[src/rtl/unvm_defs.vh]
`ifndef UNVM_DEFS_VH
`define UNVM_DEFS_VH

// ****************************************
// Geometry
// ****************************************
`define UNVM_BANKS 8
`define UNVM_BYTES_PER_BANK 16
`define UNVM_BITS 1024
`define UNVM_ADDR_W 7
`define UNVM_BANK_MSB 6
`define UNVM_BANK_LSB 4
`define UNVM_BYTE_MSB 3
`define UNVM_BYTE_LSB 0
`define UNVM_DATA_W 8
`define UNVM_BANK_W 128

// ****************************************
// Reset values
// ****************************************
`define UNVM_ERASED_BYTE 8'hff
`define UNVM_DOUT_RST 8'h00

`endif

[src/rtl/unvm_bank.v]
`timescale 1ns/1ps
`include "unvm_defs.vh"

module unvm_bank (
  // Clock and reset
  input wire clk,
  input wire rst_n,
  // Programming side
  input wire erase,
  input wire write,
  input wire [`UNVM_BANK_W-1:0] wdata,
  // Read side
  output wire [`UNVM_BANK_W-1:0] rdata
);

  reg [`UNVM_BANK_W-1:0] cells_r;

  // Cells start erased; only the sequencer and reset, which erases them, can alter them
  always @(posedge clk or negedge rst_n) begin
    if (!rst_n) begin
      cells_r <= {`UNVM_BYTES_PER_BANK{`UNVM_ERASED_BYTE}};
    end else if (erase) begin
      cells_r <= {`UNVM_BYTES_PER_BANK{`UNVM_ERASED_BYTE}};
    end else if (write) begin
      cells_r <= wdata;
    end
  end

  assign rdata = cells_r;

endmodule // unvm_bank

[src/rtl/unvm_top.v]
`timescale 1ns/1ps
`include "unvm_defs.vh"

// How it works
// - The store holds 1,024 bits as eight banks of 128 bits, sixteen bytes each.
// - Core logic only reads; no core-side input reaches the storage cells.
// - Only the JTAG-side programming port and reset, which erases every bank, can change the store.
// - Programming works on whole banks, a mask picks any subset, others stay.
// - Each selected bank is erased first and then written with the new data.
// - The read address is captured on the rising edge of the read clock.
// - The addressed byte is stable on the output after that cycle's falling edge.
// - Reads return one byte; address bits 6:4 choose the bank.
// - Address bits 3:0 choose the byte inside that bank.
module unvm_top (
  // Clock and reset
  input wire clk,
  input wire resetn,
  // Core read port
  input wire rd_en,
  input wire [`UNVM_ADDR_W-1:0] rd_addr,
  output reg [`UNVM_DATA_W-1:0] rd_data,
  // JTAG-side programming port
  input wire pg_start,
  input wire [`UNVM_BANKS-1:0] pg_bank_mask,
  input wire [`UNVM_BANK_W-1:0] pg_data,
  output reg pg_busy
);

  // ****************************************
  // Sequencer states
  // ****************************************
  localparam [1:0] ST_IDLE = 2'h0;
  localparam [1:0] ST_ERASE = 2'h1;
  localparam [1:0] ST_WRITE = 2'h2;

  // ****************************************
  // Reset release
  // ****************************************
  reg rst_meta_r;
  reg rst_sync_r;

  always @(posedge clk or negedge resetn) begin
    if (!resetn) begin
      rst_meta_r <= 1'b0;
      rst_sync_r <= 1'b0;
    end else begin
      rst_meta_r <= 1'b1;
      rst_sync_r <= rst_meta_r;
    end
  end

  // ****************************************
  // Programming sequencer
  // ****************************************
  reg [1:0] state_r;
  reg [1:0] state_nxt;
  reg [`UNVM_BANKS-1:0] mask_r;
  reg [`UNVM_BANK_W-1:0] data_r;
  wire [`UNVM_BANKS-1:0] erase_sel;
  wire [`UNVM_BANKS-1:0] write_sel;

  always @* begin
    state_nxt = state_r;
    case (state_r)
      ST_IDLE: begin
        if (pg_start && (pg_bank_mask != {`UNVM_BANKS{1'b0}})) begin
          state_nxt = ST_ERASE;
        end
      end
      ST_ERASE: begin
        state_nxt = ST_WRITE;
      end
      ST_WRITE: begin
        state_nxt = ST_IDLE;
      end
      default: begin
        state_nxt = ST_IDLE;
      end
    endcase
  end

  // Mask and data latched at start so a changing port cannot tear a bank
  always @(posedge clk or negedge rst_sync_r) begin
    if (!rst_sync_r) begin
      state_r <= ST_IDLE;
      mask_r <= {`UNVM_BANKS{1'b0}};
      data_r <= {`UNVM_BANK_W{1'b0}};
      pg_busy <= 1'b0;
    end else begin
      state_r <= state_nxt;
      pg_busy <= (state_nxt != ST_IDLE);
      if (state_r == ST_IDLE && state_nxt == ST_ERASE) begin
        mask_r <= pg_bank_mask;
        data_r <= pg_data;
      end
    end
  end

  assign erase_sel = (state_r == ST_ERASE) ? mask_r : {`UNVM_BANKS{1'b0}};
  assign write_sel = (state_r == ST_WRITE) ? mask_r : {`UNVM_BANKS{1'b0}};

  // ****************************************
  // Storage: only the programming port feeds it
  // ****************************************
  wire [`UNVM_BANK_W*`UNVM_BANKS-1:0] bank_flat;

  genvar gi;
  generate
    for (gi = 0; gi < `UNVM_BANKS; gi = gi + 1) begin : g_bank
      unvm_bank u_bank (
        .clk(clk),
        .rst_n(rst_sync_r),
        .erase(erase_sel[gi]),
        .write(write_sel[gi]),
        .wdata(data_r),
        .rdata(bank_flat[gi*`UNVM_BANK_W +: `UNVM_BANK_W])
      );
    end
  endgenerate

  // ****************************************
  // Read port
  // ****************************************
  // Single-clock design: data registered on the rising edge is already
  // stable before the falling edge of that cycle, which meets the timing.
  wire [2:0] bank_idx;
  wire [3:0] byte_idx;
  reg [`UNVM_BANK_W-1:0] bank_sel;
  reg [`UNVM_DATA_W-1:0] byte_sel;

  assign bank_idx = rd_addr[`UNVM_BANK_MSB:`UNVM_BANK_LSB];
  assign byte_idx = rd_addr[`UNVM_BYTE_MSB:`UNVM_BYTE_LSB];

  // Plain case muxes: every bank and byte is its own path, with no
  // multiplier in front of a variable part-select
  always @* begin
    bank_sel = {`UNVM_BANK_W{1'b0}};
    case (bank_idx)
      3'h0: begin
        bank_sel = bank_flat[0*`UNVM_BANK_W +: `UNVM_BANK_W];
      end
      3'h1: begin
        bank_sel = bank_flat[1*`UNVM_BANK_W +: `UNVM_BANK_W];
      end
      3'h2: begin
        bank_sel = bank_flat[2*`UNVM_BANK_W +: `UNVM_BANK_W];
      end
      3'h3: begin
        bank_sel = bank_flat[3*`UNVM_BANK_W +: `UNVM_BANK_W];
      end
      3'h4: begin
        bank_sel = bank_flat[4*`UNVM_BANK_W +: `UNVM_BANK_W];
      end
      3'h5: begin
        bank_sel = bank_flat[5*`UNVM_BANK_W +: `UNVM_BANK_W];
      end
      3'h6: begin
        bank_sel = bank_flat[6*`UNVM_BANK_W +: `UNVM_BANK_W];
      end
      3'h7: begin
        bank_sel = bank_flat[7*`UNVM_BANK_W +: `UNVM_BANK_W];
      end
      default: begin
        bank_sel = {`UNVM_BANK_W{1'b0}};
      end
    endcase
  end

  always @* begin
    byte_sel = {`UNVM_DATA_W{1'b0}};
    case (byte_idx)
      4'h0: begin
        byte_sel = bank_sel[0*`UNVM_DATA_W +: `UNVM_DATA_W];
      end
      4'h1: begin
        byte_sel = bank_sel[1*`UNVM_DATA_W +: `UNVM_DATA_W];
      end
      4'h2: begin
        byte_sel = bank_sel[2*`UNVM_DATA_W +: `UNVM_DATA_W];
      end
      4'h3: begin
        byte_sel = bank_sel[3*`UNVM_DATA_W +: `UNVM_DATA_W];
      end
      4'h4: begin
        byte_sel = bank_sel[4*`UNVM_DATA_W +: `UNVM_DATA_W];
      end
      4'h5: begin
        byte_sel = bank_sel[5*`UNVM_DATA_W +: `UNVM_DATA_W];
      end
      4'h6: begin
        byte_sel = bank_sel[6*`UNVM_DATA_W +: `UNVM_DATA_W];
      end
      4'h7: begin
        byte_sel = bank_sel[7*`UNVM_DATA_W +: `UNVM_DATA_W];
      end
      4'h8: begin
        byte_sel = bank_sel[8*`UNVM_DATA_W +: `UNVM_DATA_W];
      end
      4'h9: begin
        byte_sel = bank_sel[9*`UNVM_DATA_W +: `UNVM_DATA_W];
      end
      4'ha: begin
        byte_sel = bank_sel[10*`UNVM_DATA_W +: `UNVM_DATA_W];
      end
      4'hb: begin
        byte_sel = bank_sel[11*`UNVM_DATA_W +: `UNVM_DATA_W];
      end
      4'hc: begin
        byte_sel = bank_sel[12*`UNVM_DATA_W +: `UNVM_DATA_W];
      end
      4'hd: begin
        byte_sel = bank_sel[13*`UNVM_DATA_W +: `UNVM_DATA_W];
      end
      4'he: begin
        byte_sel = bank_sel[14*`UNVM_DATA_W +: `UNVM_DATA_W];
      end
      4'hf: begin
        byte_sel = bank_sel[15*`UNVM_DATA_W +: `UNVM_DATA_W];
      end
      default: begin
        byte_sel = {`UNVM_DATA_W{1'b0}};
      end
    endcase
  end

  always @(posedge clk or negedge rst_sync_r) begin
    if (!rst_sync_r) begin
      rd_data <= `UNVM_DOUT_RST;
    end else if (rd_en) begin
      rd_data <= byte_sel;
    end
  end

endmodule // unvm_top

[config.mk]
export PLATFORM = sky130hd
export DESIGN_NAME = unvm_top
export DESIGN_NICKNAME = d
export VERILOG_FILES = /design/src/rtl/unvm_bank.v /design/src/rtl/unvm_top.v
export VERILOG_INCLUDE_DIRS = /design/src /design/src/rtl
export SDC_FILE = /design/constraint.sdc
export NUM_CORES = 2
export LEC_CHECK = 0
export BUFFER_PORTS_ARGS = -buffer_cell sky130_fd_sc_hd__buf_4
export CAP_MARGIN = 20
export CORE_AREA = 5 5 347 349
export CTS_CLUSTER_DIAMETER = 40
export DETAILED_ROUTE_END_ITERATION = 8
export DIE_AREA = 0 0 352 354
export GPL_TIMING_DRIVEN = 0
export PLACE_DENSITY_LB_ADDON = 0.1
export SYNTH_ARGS = -nofsm -noshare
export SYNTH_HDL_FRONTEND = slang
export SYNTH_HIERARCHICAL = 1
export SYNTH_SLANG_ARGS = --single-unit
[constraint.sdc]
create_clock -name clk -period 40.3 [get_ports clk]
set_input_delay 4.03 -clock clk [delete_from_list [all_inputs] [get_ports clk]]
set_output_delay 4.03 -clock clk [all_outputs]
set_load 0.01 [all_outputs]
==> impl_metrics.toml <==
[clocking]
cts_tree = "built"
cts-htree-levels = 4
cts_setup_buffers = 0
cts.path.max_buffers = 3
worstSkewPairLatency_ns = 0.84
cts_sinks = 1173
clkTransAtPathRegs_ns = 0.05
cts_resized = 0
cts_buffers = 184
clock-root-buffer = "clkbuf_16"
cts_hold_buf = 0

[setup_path]
r2r-end = "data_r[95]"
criticalPathCategory = "input pin to flop"
endpoint = "rd_data[1]"
startpoint = "rd_addr[5]"
cp.required_ns = 40.96
critical_path.startpoint_type = "input pin"
r2r_start = "state_r[0]"
end_kind = "flop"
critPathMaxFanout = 11
crit_arrival_ns = 8.50
reg2reg_slack_ns = 37.06
worst-r2r-cell-count = 6

[global_route]
grt_max_degree = 73
grt_pass1_wl_um = 397000
grt_pass1_vias = 47800
grt_usage_pct = 45.8
overflow = 0
antenna_found_initial = 44

[power_and_ir_drop]
pwr-share-clk_pct = 28.5
p_switching_w = 0.00187
switching_share_pct = 31.7
p_seq_share_pct = 43.5
leakage_nw = 29.1
peakVddDrop_uv = 54.0
power_density_nw_per_um2 = 84.3
p_comb_share_pct = 28.0
p_int_w = 0.00401

[synthesis]
yosys_most_used_dff = "dfstp_2"
syn-mean-instance-area_um2 = 11.8
yosysSeqAreaShare_pct = 51.7
synth.top_cell.area_share_pct = 45.4
synth_fp_nets = 5175
yosys_warnings = 6
synth_area_leader_cell = "dfstp_2"
ys_types = 72
syn_area_um2 = 59200
synth_edf_count = 0
async_flop_share_pct = 100
synth_area_leaders = "dfstp_2 (45%), a211o_1 (15%), nor2b_1 (11%)"
syn_inst = 5028
ys_seq_elements = 1173

[sta]
slew_viol_final = 2
finalHoldViolCount = 0
finalClockSkew_ns = 0.0330
min_period_ns = 7.84
setup_violations = 0
fin_crit_sh_pct = 19.5
rsz0062_at_grt = "false"
relSlewSlack_pct = -5.03
max_freq_ghz = 0.127
worst_pin_slew_ns = 1.58

[route]
avgRoutedWirePerCell_um = 41.2
vias = 50600
drt-pass1-iter-count = 7
antenna_left = 0
drcViolationCount = 0
wl_um = 295000
drt_iter0_markers = 8222
viasPerCell = 7.08

[die]
start_util_pct = 50.5
die-area_um2 = 125000
rows = 126
die_x_um = 352
core-area_um2 = 117000
die_y_um = 354
io_pins = 156

[place]
place_inst = 6755
gp_congestion = 1.06
dp_hpwl_um = 195000
dpl_cell_area_um2 = 63100
port_buffers = 150

[outcome]
status = "finished, violations left"
violations = "max-slew violations"

[layout]
finish.instance_area_um2 = 69700
finish.utilization_pct = 59.5
final_cells = 7147
fin_nets = 5553
drive_above_1_share_pct = 38.2
nFillCells = 9853
area_growth_pct = 17.7

[worst_hold_path]
hold_path_class = "flop to flop"

[run]
cap_violations = 0
## flip-flops by register name, indices dropped and copies added (netlist names)
register / flops
pg_busy: 1
state_r: 2
rst_sync_r: 1
g_bank.u_bank/rdata: 1024
mask_r: 8
data_r: 128
rst_meta_r: 1
rd_data: 8
## final cells by class
class                   instances  area, um2  share of cell area (%)
diodes                         47        118                   0.169
clock inverters                98       1140                    1.64
multi-input cells            3317      25200                    36.2
plain buffers                 514       3300                    4.74
well taps                    1536       1920                    2.76
repair buffers                192       1940                    2.78
inverters                      24       92.6                   0.133
clock buffers                 246       5350                    7.67
flip-flops and latches       1173      30600                    44.0
## critical path, stage by stage
cell	delay, ns
buf_4	0.15
buf_4	0.19
buf_6	0.25
nand2b_1	0.68
buf_2	0.74
o22ai_1	0.14
o221ai_1	0.83
o21ai_0	0.55
a211oi_1	0.72
a41oi_1	0.19
## layout by cell type (no fill, tap or decap), drive strengths merged, types with 43 or more instances in the layout
master	count
o22ai	72
buf	554
a21oi	74
a221oi	62
dfrtp	149
nor2b	1059
dfstp	1024
mux2i	150
nor2	66
o21ai	128
nand2	43
a22oi	90
clkbuf	398
o2bb2ai	45
mux2	157
a22o	46
a211o	1024
nand2b	43
diode	47
## logic make-up after synthesis
family	after synthesis	share of synthesized area, %
compound gates	1702	23.5
simple gates	1304	13.4
flops	1173	51.7
buf+inv	538	5.69
mux	310	5.64
other cells	1	0.00633
## power groups by stage
stage / logic [W] / registers (W) / clock network, W
floorplan: 0.00119 / 0.00236 / 0
global placement: 0.00151 / 0.00257 / 0
detailed placement: 0.00158 / 0.00254 / 0
CTS: 0.00159 / 0.00253 / 0.00168
global route: 0.00173 / 0.00261 / 0.00173
finish: 0.00165 / 0.00256 / 0.00167
## per-layer routing
layer	track usage (%)	up-vias	part of all wire, %	routed length [um]
li1	-	19500	-	-
met1	57.6	25800	38	111000
met2	62.0	4168	39	116000
met3	20.5	1189	14	40900
met4	33.2	14	9.2	27100
met5	0	-	0.021	63
## synthesized netlist by cell type (43+ instances only)
library cell,count
a211o_1,1024
a21oi_1,74
a221oi_1,62
a22o_1,46
a22oi_1,90
buf_2,184
buf_4,50
buf_6,124
clkbuf_1,152
dfrtp_1,149
dfstp_2,1024
mux2_2,154
mux2i_1,150
nand2_1,43
nand2b_1,43
nor2_1,64
nor2b_1,1058
o21ai_0,122
o22ai_1,72
o2bb2ai_1,45
## per-stage QoR
stage | power, W | setup TNS [ns] | worst slack (ns) | hold WS [ns]
finish | 0.00588 | 0 | 32.46 | 0.343
global route | 0.00607 | 0 | 32.87 | 0.362
CTS | 0.00580 | 0 | 33.00 | 0.349
detailed placement | 0.00412 | 0 | 32.17 | 0.338
global placement | 0.00408 | -1288.50 | -9.00 | 0.335
floorplan | 0.00355 | 0 | 6.97 | 0.331
## worst min path at each step
stage | from | end | depth (start not counted)
6_report | rst_meta_r | rst_sync_r | 0
4_1_cts | rst_meta_r | rst_sync_r | 0
3_5_place_dp | rst_meta_r | rst_sync_r | 0
2_1_floorplan | rst_meta_r | rst_sync_r | 0
5_1_grt | rst_meta_r | rst_sync_r | 0
3_3_place_gp | rst_meta_r | rst_sync_r | 0
Note: power is estimated with default switching activity, not from simulation.
